File: src/csfb_pkg.sv
// shared constants for the controller status flag bank
package csfb_pkg;
  // axi4-lite register offsets
  localparam logic [7:0] CSFB_OFF_CTRL   = 8'h00;
  localparam logic [7:0] CSFB_OFF_STATUS = 8'h04;
  localparam logic [7:0] CSFB_OFF_ALU    = 8'h08;
  localparam logic [7:0] CSFB_OFF_COMM   = 8'h0c;
  localparam logic [7:0] CSFB_OFF_CODE   = 8'h10;
  localparam logic [1:0] CSFB_RESP_OKAY   = 2'b00;
  localparam logic [1:0] CSFB_RESP_SLVERR = 2'b10;
  // control register bit positions
  localparam int CSFB_CTRL_CFGCHK = 0;
  // clock timing
  localparam int CSFB_CLK_MHZ       = 100;
  localparam int CSFB_MIN_HALF_S    = 30;
  localparam int CSFB_SEC_HALF_MS   = 500;
  localparam int CSFB_HMS_HALF_MS   = 50;
  localparam int CSFB_FMS_HALF_US   = 25000;
  localparam int CSFB_MS_CYC        = CSFB_CLK_MHZ * 1000;
  localparam int CSFB_FMS_HALF_CYC  = CSFB_FMS_HALF_US * CSFB_CLK_MHZ;
  localparam int CSFB_HMS_HALF_CYC  = CSFB_HMS_HALF_MS * CSFB_MS_CYC;
  localparam int CSFB_SEC_HALF_CYC  = CSFB_SEC_HALF_MS * CSFB_MS_CYC;
  // the minute half period in 25 ms ticks, so no count passes 32 bits
  localparam int CSFB_MIN_HALF_TICKS = CSFB_MIN_HALF_S * 40;
  localparam int CSFB_SEC_HALF_TICKS = CSFB_SEC_HALF_MS / 25;
  localparam int CSFB_HMS_HALF_TICKS = CSFB_HMS_HALF_MS / 25;
  // operating modes
  typedef enum logic [2:0] {
    CSFB_MODE_PROGRAM,
    CSFB_MODE_RUN,
    CSFB_MODE_TEST_PROGRAM,
    CSFB_MODE_TEST_RUN
  } csfb_mode_t;
  typedef enum logic [1:0] {
    CSFB_SW_STOP,
    CSFB_SW_TERM,
    CSFB_SW_RUN
  } csfb_switch_t;
  // comparison/arithmetic events
  typedef enum logic [2:0] {
    CSFB_OP_NONE,
    CSFB_OP_CMP,
    CSFB_OP_ADD16,
    CSFB_OP_SUB16,
    CSFB_OP_ADD32,
    CSFB_OP_SUB32,
    CSFB_OP_LOAD
  } csfb_op_t;
endpackage : csfb_pkg

File: src/csfb_tick_if.sv
// tick interface between wave generator and flag bank
`timescale 1ns/1ps
`default_nettype none
interface csfb_tick_if;
  logic minute_sq;
  logic second_sq;
  logic hundred_sq;
  logic fifty_sq;
  modport gen (output minute_sq, output second_sq, output hundred_sq, output fifty_sq);
  modport use_side (input minute_sq, input second_sq, input hundred_sq, input fifty_sq);
endinterface : csfb_tick_if
`default_nettype wire

File: src/csfb_wave_gen.sv
// free-running square-wave clock flags
`timescale 1ns/1ps
`default_nettype none
module csfb_wave_gen
  import csfb_pkg::*;
#(
  parameter int TICK_CYC = CSFB_FMS_HALF_CYC
) (
  // clock and reset
  input wire logic   core_clk,
  input wire logic   srst,
  // square waves
  csfb_tick_if.gen   waves
);
  logic [31:0] pre_q;
  logic        tick;
  logic [11:0] min_q;
  logic [4:0]  sec_q;
  logic [1:0]  hms_q;
  logic        min_sq_q, sec_sq_q, hms_sq_q, fms_sq_q;

  // 25 ms enable pulse from the core clock
  always_ff @(posedge core_clk) begin
    if (srst || tick) begin
      pre_q <= 32'h0;
    end else begin
      pre_q <= pre_q + 32'h1;
    end
  end
  assign tick = (pre_q == 32'(TICK_CYC - 1));

  always_ff @(posedge core_clk) begin
    if (srst) begin
      fms_sq_q <= 1'b1;
    end else if (tick) begin
      fms_sq_q <= ~fms_sq_q;
    end
  end

  always_ff @(posedge core_clk) begin
    if (srst) begin
      hms_q    <= 2'h0;
      hms_sq_q <= 1'b1;
    end else if (tick) begin
      if (hms_q == 2'(CSFB_HMS_HALF_TICKS - 1)) begin
        hms_q    <= 2'h0;
        hms_sq_q <= ~hms_sq_q;
      end else begin
        hms_q <= hms_q + 2'h1;
      end
    end
  end

  always_ff @(posedge core_clk) begin
    if (srst) begin
      sec_q    <= 5'h0;
      sec_sq_q <= 1'b1;
    end else if (tick) begin
      if (sec_q == 5'(CSFB_SEC_HALF_TICKS - 1)) begin
        sec_q    <= 5'h0;
        sec_sq_q <= ~sec_sq_q;
      end else begin
        sec_q <= sec_q + 5'h1;
      end
    end
  end

  always_ff @(posedge core_clk) begin
    if (srst) begin
      min_q    <= 12'h0;
      min_sq_q <= 1'b1;
    end else if (tick) begin
      if (min_q == 12'(CSFB_MIN_HALF_TICKS - 1)) begin
        min_q    <= 12'h0;
        min_sq_q <= ~min_sq_q;
      end else begin
        min_q <= min_q + 12'h1;
      end
    end
  end

  assign waves.minute_sq  = min_sq_q;
  assign waves.second_sq  = sec_sq_q;
  assign waves.hundred_sq = hms_sq_q;
  assign waves.fifty_sq   = fms_sq_q;

  // fifty ms wave only flips on a tick
  a_fifty_ms_flip: assert property (@(posedge core_clk) disable iff (srst)
    $changed(fms_sq_q) |-> $past(tick)) else $error("fifty ms wave moved off tick");
  // hundred ms wave flips every second tick
  a_hundred_ms_flip: assert property (@(posedge core_clk) disable iff (srst)
    $changed(hms_sq_q) |-> $past(tick) && $past(hms_q) == 2'h1)
    else $error("hundred ms wave flipped early");
endmodule : csfb_wave_gen
`default_nettype wire

File: src/csfb_flag_bank.sv
// controller status flag bank with axi4-lite access
// Operation
// - first-scan flag high only during first scan after reset or program-to-run.
// - one flag always set, another always clear.
// - minute wave, thirty seconds high, thirty low.
// - second wave, half second high, half second low.
// - hundred ms wave, fifty ms high, fifty low.
// - fifty ms wave, twenty-five ms high, twenty-five low.
// - alternate-scan flag toggles every program scan.
// - forced-run flag follows mode switch in run position.
// - in terminal position exactly one mode flag set per operating mode.
// - break flag one set on break, clear in any other mode.
// - break flag two set on break, held until mode becomes run.
// - keyswitch-stop flag follows stop position; stop instruction sets its own flag.
// - interrupts-enabled flag set by the interrupt-enable instruction.
// - critical fault flag and warning flag on their fault classes.
// - io configuration fault only reported while power-up check enabled.
// - syntax fault sets flag and stores the exact error code word.
// - compare sets exactly one of less, equal, greater.
// - half borrow/carry for 16-bit, full borrow/carry for 32-bit.
// - negative flag on negative accumulator; overflow on wrong signed result sign.
// - decimal data fault when an operand digit is not decimal.
// - four flags mirror counter module inputs zero to three.
// - per-slot busy flags; program must test before network read or write.
`timescale 1ns/1ps
`default_nettype none
module csfb_flag_bank
  import csfb_pkg::*;
#(
  parameter int SLOTS    = 8,
  parameter int TICK_CYC = CSFB_FMS_HALF_CYC
) (
  // clock and reset
  input  wire logic               core_clk,
  input  wire logic               srst,
  // axi4-lite slave
  input  wire logic [7:0]         s_axi_awaddr,
  input  wire logic               s_axi_awvalid,
  output logic                    s_axi_awready,
  input  wire logic [31:0]        s_axi_wdata,
  input  wire logic [3:0]         s_axi_wstrb,
  input  wire logic               s_axi_wvalid,
  output logic                    s_axi_wready,
  output logic [1:0]              s_axi_bresp,
  output logic                    s_axi_bvalid,
  input  wire logic               s_axi_bready,
  input  wire logic [7:0]         s_axi_araddr,
  input  wire logic               s_axi_arvalid,
  output logic                    s_axi_arready,
  output logic [31:0]             s_axi_rdata,
  output logic [1:0]              s_axi_rresp,
  output logic                    s_axi_rvalid,
  input  wire logic               s_axi_rready,
  // scan and mode events from the cpu core
  input  wire logic               scan_start,
  input  wire logic [2:0]         op_mode,
  input  wire logic               break_exec,
  input  wire logic               stop_exec,
  input  wire logic               interrupt_enable_instruction,
  // fault events
  input  wire logic               critical_fault_evt,
  input  wire logic               warning_evt,
  input  wire logic               io_config_mismatch_evt,
  input  wire logic               syntax_fault_evt,
  input  wire logic [15:0]        syntax_fault_code,
  // accumulator results
  input  wire logic [2:0]         alu_op,
  input  wire logic [31:0]        acc_value,
  input  wire logic [31:0]        operand_value,
  input  wire logic               bcd_expected,
  // pins from outside the clock domain
  input  wire logic [1:0]         mode_switch,
  input  wire logic [3:0]         counter_inputs,
  input  wire logic [SLOTS-1:0]   slot_busy,
  input  wire logic [SLOTS-1:0]   slot_comm_fault,
  // flag outputs
  output logic                    first_scan_flag,
  output logic                    constant_on_flag,
  output logic                    constant_off_flag,
  output logic                    minute_square_wave,
  output logic                    second_square_wave,
  output logic                    hundred_ms_square_wave,
  output logic                    fifty_ms_square_wave,
  output logic                    alternate_scan_flag
);
  csfb_tick_if waves ();
  csfb_mode_t  mode;
  logic [1:0]  sw_s1_q, sw_s2_q;
  logic [3:0]  cin_s1_q, cin_s2_q;
  logic [SLOTS-1:0] busy_s1_q, busy_s2_q, cf_s1_q, cf_s2_q;
  logic        first_q, alt_q, was_prog_q;
  logic        brk1_q, brk2_q, stop_q, ie_q;
  logic        crit_q, warn_q, iocfg_q, syn_q, cfgchk_q;
  logic [15:0] code_q;
  logic        lt_q, eq_q, gt_q, hb_q, fb_q, hc_q, fc_q, neg_q, ov_q, bcd_q;
  logic [32:0] sum33;
  logic [16:0] sum17;
  logic        bad_digit, term_pos;
  logic        aw_done_q, w_done_q;
  logic [31:0] wdata_q;
  logic [7:0]  awaddr_q;
  logic [31:0] rd_word;
  logic [31:0] status_word, alu_word;

  assign mode = csfb_mode_t'(op_mode);

  csfb_wave_gen #(.TICK_CYC(TICK_CYC)) u_wave (
    .core_clk (core_clk),
    .srst     (srst),
    .waves    (waves)
  );

  // two-stage synchronisers for pin inputs
  always_ff @(posedge core_clk) begin
    sw_s1_q   <= mode_switch;
    sw_s2_q   <= sw_s1_q;
    cin_s1_q  <= counter_inputs;
    cin_s2_q  <= cin_s1_q;
    busy_s1_q <= slot_busy;
    busy_s2_q <= busy_s1_q;
    cf_s1_q   <= slot_comm_fault;
    cf_s2_q   <= cf_s1_q;
  end

  // first scan tracking, rearmed by reset or program-to-run
  always_ff @(posedge core_clk) begin
    if (srst) begin
      first_q    <= 1'b0;
      was_prog_q <= 1'b1;
    end else if (scan_start) begin
      first_q    <= was_prog_q;
      was_prog_q <= 1'b0;
    end else if (mode == CSFB_MODE_PROGRAM) begin
      was_prog_q <= 1'b1;
    end
  end

  always_ff @(posedge core_clk) begin
    if (srst) begin
      alt_q <= 1'b0;
    end else if (scan_start) begin
      alt_q <= ~alt_q;
    end
  end

  always_ff @(posedge core_clk) begin
    if (srst) begin
      brk1_q <= 1'b0;
      brk2_q <= 1'b0;
    end else begin
      brk1_q <= break_exec | (brk1_q & (op_mode > 3'h3));
      // set wins over clear
      brk2_q <= break_exec | (brk2_q & (mode != CSFB_MODE_RUN));
    end
  end

  always_ff @(posedge core_clk) begin
    if (srst) begin
      stop_q <= 1'b0;
      ie_q   <= 1'b0;
    end else begin
      stop_q <= stop_q | stop_exec;
      ie_q   <= ie_q | interrupt_enable_instruction;
    end
  end

  always_ff @(posedge core_clk) begin
    if (srst) begin
      crit_q  <= 1'b0;
      warn_q  <= 1'b0;
      iocfg_q <= 1'b0;
      syn_q   <= 1'b0;
      code_q  <= 16'h0;
    end else begin
      crit_q  <= crit_q | critical_fault_evt;
      warn_q  <= warn_q | warning_evt;
      // mismatch is ignored unless the check is enabled
      iocfg_q <= cfgchk_q & (iocfg_q | io_config_mismatch_evt);
      syn_q   <= syn_q | syntax_fault_evt;
      if (syntax_fault_evt) begin
        code_q <= syntax_fault_code;
      end
    end
  end

  // arithmetic terms for the accumulator flags
  assign sum33 = (alu_op == CSFB_OP_SUB32) ? ({1'b0, acc_value} - {1'b0, operand_value})
                                           : ({1'b0, acc_value} + {1'b0, operand_value});
  assign sum17 = (alu_op == CSFB_OP_SUB16) ? ({1'b0, acc_value[15:0]} - {1'b0, operand_value[15:0]})
                                           : ({1'b0, acc_value[15:0]} + {1'b0, operand_value[15:0]});
  // any nibble above nine is not decimal
  always_comb begin
    bad_digit = 1'b0;
    for (int i = 0; i < 8; i++) begin
      if (operand_value[i*4 +: 4] > 4'h9) begin
        bad_digit = 1'b1;
      end
    end
  end

  always_ff @(posedge core_clk) begin
    if (srst) begin
      {lt_q, eq_q, gt_q, hb_q, fb_q, hc_q, fc_q, neg_q, ov_q, bcd_q} <= 10'h0;
    end else begin
      case (csfb_op_t'(alu_op))
        CSFB_OP_CMP: begin
          lt_q <= acc_value < operand_value;
          eq_q <= acc_value == operand_value;
          gt_q <= acc_value > operand_value;
        end
        CSFB_OP_ADD16: begin
          hc_q  <= sum17[16];
          neg_q <= sum17[15];
          ov_q  <= (acc_value[15] == operand_value[15]) && (sum17[15] != acc_value[15]);
        end
        CSFB_OP_SUB16: begin
          hb_q  <= sum17[16];
          neg_q <= sum17[15];
          ov_q  <= (acc_value[15] != operand_value[15]) && (sum17[15] != acc_value[15]);
        end
        CSFB_OP_ADD32: begin
          fc_q  <= sum33[32];
          neg_q <= sum33[31];
          ov_q  <= (acc_value[31] == operand_value[31]) && (sum33[31] != acc_value[31]);
        end
        CSFB_OP_SUB32: begin
          fb_q  <= sum33[32];
          neg_q <= sum33[31];
          ov_q  <= (acc_value[31] != operand_value[31]) && (sum33[31] != acc_value[31]);
        end
        CSFB_OP_LOAD: begin
          neg_q <= operand_value[31];
          bcd_q <= bcd_expected & bad_digit;
        end
        default: begin
        end
      endcase
    end
  end

  assign first_scan_flag        = first_q;
  assign constant_on_flag       = 1'b1;
  assign constant_off_flag      = 1'b0;
  assign minute_square_wave     = waves.minute_sq;
  assign second_square_wave     = waves.second_sq;
  assign hundred_ms_square_wave = waves.hundred_sq;
  assign fifty_ms_square_wave   = waves.fifty_sq;
  assign alternate_scan_flag    = alt_q;

  // status word from mode, switch and counter mirrors
  assign term_pos    = (sw_s2_q == CSFB_SW_TERM);
  assign status_word = {4'h0, cin_s2_q, 2'h0, syn_q, iocfg_q, warn_q, crit_q, ie_q, stop_q,
                        (sw_s2_q == CSFB_SW_STOP), brk2_q, brk1_q,
                        term_pos && (mode == CSFB_MODE_PROGRAM),
                        term_pos && (mode == CSFB_MODE_TEST_PROGRAM),
                        term_pos && (mode == CSFB_MODE_TEST_RUN),
                        term_pos && (mode == CSFB_MODE_RUN),
                        (sw_s2_q == CSFB_SW_RUN), alt_q,
                        waves.fifty_sq, waves.hundred_sq, waves.second_sq, waves.minute_sq,
                        1'b0, 1'b1, first_q};
  assign alu_word = {22'h0, bcd_q, ov_q, neg_q, fc_q, hc_q, fb_q, hb_q, gt_q, eq_q, lt_q};

  // axi4-lite write: address and data accepted in any order
  assign s_axi_awready = !aw_done_q && !s_axi_bvalid;
  assign s_axi_wready  = !w_done_q && !s_axi_bvalid;
  always_ff @(posedge core_clk) begin
    if (srst) begin
      aw_done_q    <= 1'b0;
      w_done_q     <= 1'b0;
      awaddr_q     <= 8'h0;
      wdata_q      <= 32'h0;
      s_axi_bvalid <= 1'b0;
      s_axi_bresp  <= CSFB_RESP_OKAY;
      cfgchk_q     <= 1'b0;
    end else begin
      if (s_axi_awvalid && s_axi_awready) begin
        aw_done_q <= 1'b1;
        awaddr_q  <= s_axi_awaddr;
      end
      if (s_axi_wvalid && s_axi_wready) begin
        w_done_q <= 1'b1;
        wdata_q  <= s_axi_wdata;
      end
      if (aw_done_q && w_done_q) begin
        aw_done_q    <= 1'b0;
        w_done_q     <= 1'b0;
        s_axi_bvalid <= 1'b1;
        if ({awaddr_q[7:2], 2'b00} == CSFB_OFF_CTRL) begin
          s_axi_bresp <= CSFB_RESP_OKAY;
          cfgchk_q    <= wdata_q[CSFB_CTRL_CFGCHK];
        end else begin
          s_axi_bresp <= CSFB_RESP_SLVERR;
        end
      end else if (s_axi_bvalid && s_axi_bready) begin
        s_axi_bvalid <= 1'b0;
      end
    end
  end

  // read decode
  always_comb begin
    case ({s_axi_araddr[7:2], 2'b00})
      CSFB_OFF_CTRL:   rd_word = {31'h0, cfgchk_q};
      CSFB_OFF_STATUS: rd_word = status_word;
      CSFB_OFF_ALU:    rd_word = alu_word;
      CSFB_OFF_COMM:   rd_word = {16'h0, 8'(cf_s2_q), 8'(busy_s2_q)};
      CSFB_OFF_CODE:   rd_word = {16'h0, code_q};
      default:         rd_word = 32'h0;
    endcase
  end

  // axi4-lite read, one outstanding
  assign s_axi_arready = !s_axi_rvalid;
  always_ff @(posedge core_clk) begin
    if (srst) begin
      s_axi_rvalid <= 1'b0;
      s_axi_rdata  <= 32'h0;
      s_axi_rresp  <= CSFB_RESP_OKAY;
    end else if (s_axi_arvalid && s_axi_arready) begin
      s_axi_rvalid <= 1'b1;
      s_axi_rdata  <= rd_word;
      s_axi_rresp  <= ({s_axi_araddr[7:2], 2'b00} > CSFB_OFF_CODE) ? CSFB_RESP_SLVERR
                                                                   : CSFB_RESP_OKAY;
    end else if (s_axi_rready) begin
      s_axi_rvalid <= 1'b0;
    end
  end

  // first scan only follows a reset or a program stay
  a_first_scan_src: assert property (@(posedge core_clk) disable iff (srst)
    $rose(first_q) |-> $past(scan_start) && $past(was_prog_q))
    else $error("first scan flag without restart");
  // alternate flag toggles exactly with scans
  a_alt_toggle: assert property (@(posedge core_clk) disable iff (srst)
    $past(scan_start) |-> alt_q != $past(alt_q)) else $error("alternate flag stuck");
  a_scan_stable: assert property (@(posedge core_clk) disable iff (srst)
    !$past(scan_start) |-> $stable(alt_q) && $stable(first_q))
    else $error("scan flag moved mid scan");
  a_break_two_hold: assert property (@(posedge core_clk) disable iff (srst)
    brk2_q && mode != CSFB_MODE_RUN |=> brk2_q) else $error("break two dropped early");
  // config fault never set while check disabled
  a_iocfg_gate: assert property (@(posedge core_clk) disable iff (srst)
    !cfgchk_q |=> !iocfg_q) else $error("io config fault while disabled");
  a_syntax_code: assert property (@(posedge core_clk) disable iff (srst)
    syntax_fault_evt |=> syn_q && code_q == $past(syntax_fault_code))
    else $error("syntax code not captured");
  a_cmp_onehot: assert property (@(posedge core_clk) disable iff (srst)
    alu_op == CSFB_OP_CMP |=> $onehot({lt_q, eq_q, gt_q})) else $error("compare not one-hot");
  // terminal mode flags one-hot in terminal position
  a_term_onehot: assert property (@(posedge core_clk) disable iff (srst)
    sw_s2_q == CSFB_SW_TERM && op_mode < 3'h4 |-> $onehot(status_word[12:9]))
    else $error("terminal mode flags not one-hot");
endmodule : csfb_flag_bank
`default_nettype wire

File: config.mk
export PLATFORM = sky130hd
export DESIGN_NAME = csfb_flag_bank
export DESIGN_NICKNAME = d
export VERILOG_FILES = /design/src/csfb_pkg.sv /design/src/csfb_tick_if.sv /design/src/csfb_wave_gen.sv /design/src/csfb_flag_bank.sv
export SDC_FILE = /design/constraint.sdc
export NUM_CORES = 1
export LEC_CHECK = 0
export ABC_AREA = 1
export BUFFER_PORTS_ARGS = -buffer_cell sky130_fd_sc_hd__buf_2
export CORE_ASPECT_RATIO = 0.75
export CORE_MARGIN = 2
export CORE_UTILIZATION = 55
export DETAILED_ROUTE_END_ITERATION = 12
export GPL_ROUTABILITY_DRIVEN = 0
export PLACE_DENSITY = 0.91
export SLEW_MARGIN = 15
export SYNTH_ARGS = -nofsm -noshare
export SYNTH_HDL_FRONTEND = slang
export SYNTH_HIERARCHICAL = 1
export SYNTH_SLANG_ARGS = --single-unit
File: constraint.sdc
create_clock -name core_clk -period 3.57 [get_ports core_clk]
set_input_delay 0.1785 -clock core_clk [delete_from_list [all_inputs] [get_ports core_clk]]
set_output_delay 0.1785 -clock core_clk [all_outputs]
set_load 0.005 [all_outputs]
==> results.json <==
{
  "worst_skew_pair.late_latency_ns": 0.43,
  "crit_buf_inv": 5,
  "drcViolationCount": 0,
  "power.density_cell_area_nw_per_um2": 378,
  "number_of_levels_the_h_tree_was_split_into": 4,
  "path_common_cell": "sky130_fd_sc_hd__nand2_1",
  "finClkSkew_ns": 0.0159,
  "grt_setup_unrepaired": "false",
  "detailedRoute.firstPassIterationCount": 12,
  "clock.fmax_mhz": 343,
  "initial_antenna_violation_count": 1,
  "worstMarginPinSlew_ns": 1.18,
  "relSlewSlack": 0.212,
  "synth-seq-cells": 176,
  "reg2regPathDepth": 6,
  "async_reset_ff_frac": 0,
  "timing.critical_path.required_ns": 3.92,
  "critPathLaunchType": "primary input",
  "io_pins": 225,
  "synthToLayoutAreaGrowth_pct": 18.2,
  "layout_min_cycle_time_ns": 2.92,
  "vias": 11000,
  "initialDrtViolationCount": 1398,
  "postCtsSetupBuffers": 0,
  "portBuffers": 175,
  "die-area_um2": 19900,
  "post-route-period-util": 0.817,
  "place.detailed.hpwl_um": 21300,
  "critPathSlowestCell": "sky130_fd_sc_hd__o31ai_4",
  "synth_enable_flop_cells": 0,
  "min_delay_worst_endpoint": "code_q[0]",
  "cp-end-kind": "flop",
  "whs_path_depth": 3,
  "fp.dieW_um": 162,
  "path_class": "in2reg",
  "critPathMaxFanout": 4,
  "overall_fraction_of_global_route_tracks_in_use": 0.300,
  "tritoncts": "built",
  "post_synth_instance_area_um2": 10300,
  "core_region_area_um2": 18500,
  "grt_start_max_net_pins": 52,
  "postLayoutCoreUtil": 0.662,
  "syn-mean-instance-area_um2": 6.86,
  "floorplan.rows": 43,
  "syn_inst": 1506,
  "start_util": 0.560,
  "tns_ns": 0,
  "cap_violations": 0,
  "wl_per_cell_um": 15.5,
  "drive_gt1_frac": 0.145,
  "num-fill-cells": 1426,
  "yosys.area.top_type": "sky130_fd_sc_hd__dfxtp_1",
  "cts_num_sinks": 176,
  "layout_commonest_cell": "sky130_fd_sc_hd__nand2_1",
  "reg2reg_to": "s_axi_rdata[13]",
  "synth.lib_cells_used.distinct": 50,
  "synth_top_cells_by_area": "sky130_fd_sc_hd__dfxtp_1, sky130_fd_sc_hd__nand2_1, sky130_fd_sc_hd__ha_1, sky130_fd_sc_hd__nor2_1, sky130_fd_sc_hd__inv_1",
  "r2r_setup_slack_ns": 1.55,
  "multi_input_combinational_cell_area_um2": 5850,
  "cts-root-to-sink-buffers": 2,
  "grt_pass1_vias": 10100,
  "remaining_overflow_grt": 0,
  "first_pass_grt_wire_length_um": 48300,
  "crit_path_max_incr_delay_ns": 0.31,
  "design.final.nets": 1967,
  "setup_violations": 0,
  "path_delay_family": "simple AND/OR/NAND/NOR gates",
  "route.final.wire_length_um": 30500,
  "p_leak_nw": 5.68,
  "cts.reportedPaths.clkPinSlew_ns": 0.08,
  "seq_area_frac_synth": 0.341,
  "r2r-start": "s_axi_rvalid",
  "yosysWarningCount": 6,
  "worst_ep_arrival_time_ns": 3.27,
  "outcome": "complete, no violations",
  "power.ir.vdd_worst_v": 0.000356,
  "mostFrequentLayoutCells": "sky130_fd_sc_hd__nand2_1, sky130_fd_sc_hd__nor2_1, sky130_fd_sc_hd__inv_1",
  "synth_top_cell_area_share": 0.341,
  "report.final.slew_viol_count": 0,
  "final_antenna_net_count": 0,
  "hold_start": "syntax_fault_code[0]",
  "tritoncts.num_buffers": 17,
  "worst_hold_path_type": "in2reg",
  "die_y_um": 123,
  "sequential_cell_area_um2": 3520,
  "route.detailed.vias_per_inst": 5.62,
  "dominantRegCellSynth": "sky130_fd_sc_hd__dfxtp_1",
  "finalHoldViolations": 0,
  "clk_root_buffer_cell": "sky130_fd_sc_hd__clkbuf_16"
}
[per-layer routing]
metal	vias up	routed length (µm)	part of all wire	GRT usage
met1	4976	12400	0.41	0.384
met2	662	13600	0.45	0.486
met3	152	2980	0.098	0.0652
met4	0	1500	0.049	0.139
met5	-	0	0	0
li1	5245	-	-	-
[cells by family after synthesis]
kind of cell    after synthesis  synth area share
flops                       176             0.341
compound gates              257             0.141
simple gates                719             0.293
other cells                   2          0.000727
fa+ha+maj                    86             0.104
buf+inv                     237            0.0954
xor+xnor                     29            0.0246
[Yosys cell counts, types with 18 or more instances]
master,count
sky130_fd_sc_hd__a21oi_1,128
sky130_fd_sc_hd__clkbuf_1,18
sky130_fd_sc_hd__dfxtp_1,176
sky130_fd_sc_hd__ha_1,86
sky130_fd_sc_hd__inv_1,192
sky130_fd_sc_hd__nand2_1,352
sky130_fd_sc_hd__nand3_1,68
sky130_fd_sc_hd__nand4_1,20
sky130_fd_sc_hd__nor2_1,209
sky130_fd_sc_hd__nor3_1,28
sky130_fd_sc_hd__o21ai_0,79
sky130_fd_sc_hd__xor2_1,22
[tightest hold or removal path, stage by stage]
cell and delay, ns:
sky130_fd_sc_hd__buf_2 0.07, sky130_fd_sc_hd__nor2_1 0.05, sky130_fd_sc_hd__nor2_1 0.10
[final cells by class]
type / count / share of cell area
flip-flops and latches: 176 / 0.288
clock buffers: 19 / 0.0354
multi-input cells: 1101 / 0.479
inverters: 197 / 0.0605
repair buffers: 212 / 0.101
well taps: 247 / 0.0253
clock inverters: 12 / 0.0102
diodes: 1 / 0.000205
[sequential cells by signal, summed over array words and instances, names as in the netlist, 2 cells and up]
register and flops:
code_q 16, cf_s1_q 8, cin_s1_q 4, s_axi_rdata 26, u_wave/sec_q 5, u_wave/min_q 12
sw_s2_q 2, u_wave/hms_q 2, cin_s2_q 4, busy_s2_q 8, awaddr_q 6, sw_s1_q 2
busy_s1_q 8, u_wave/pre_q 32, cf_s2_q 8
[report_power, final]
group	switching, mW	internal (mW)	total [mW]
Clock	0.833	0.978	1.81
Sequential	0.0490	2.05	2.10
Combinational	0.434	0.277	0.711
Total	1.32	3.30	4.62
[per-stage QoR]
step / instances / setup WS [ns] / instance area, µm² / total power [mW] / hold WS (ns)
final: 1965 / 0.653 / 12200 / 4.62 / 0.00888
after CTS: 1963 / 0.704 / 12200 / 4.57 / 0.00205
after global placement: 1902 / 0.520 / 11300 / 2.76 / 0.282
after global routing: 1965 / 0.398 / 12200 / 4.81 / 0.00218
after detailed placement: 1902 / 0.286 / 11300 / 2.79 / 0.282
after floorplan: 1514 / 0.922 / 10400 / 2.55 / 0.206
[worst max path at each step]
stage	from	end	slack, ns	cells past startpoint
detailed placement	operand_value[1]	ov_q	0.29	23
CTS	operand_value[1]	ov_q	0.70	23
finish	operand_value[1]	ov_q	0.65	25
global placement	operand_value[1]	ov_q	0.52	25
global route	operand_value[1]	ov_q	0.40	25
floorplan	operand_value[1]	ov_q	0.92	24
[timing repair]
item | CTS | global route
hold buffers | 30 | 1
gates resized for setup | 0 | 0
endpoints found under the setup margin | 0 | 0
endpoints found under the hold margin | 30 | 1
No activity file was read; power rests on OpenSTA's default activity.
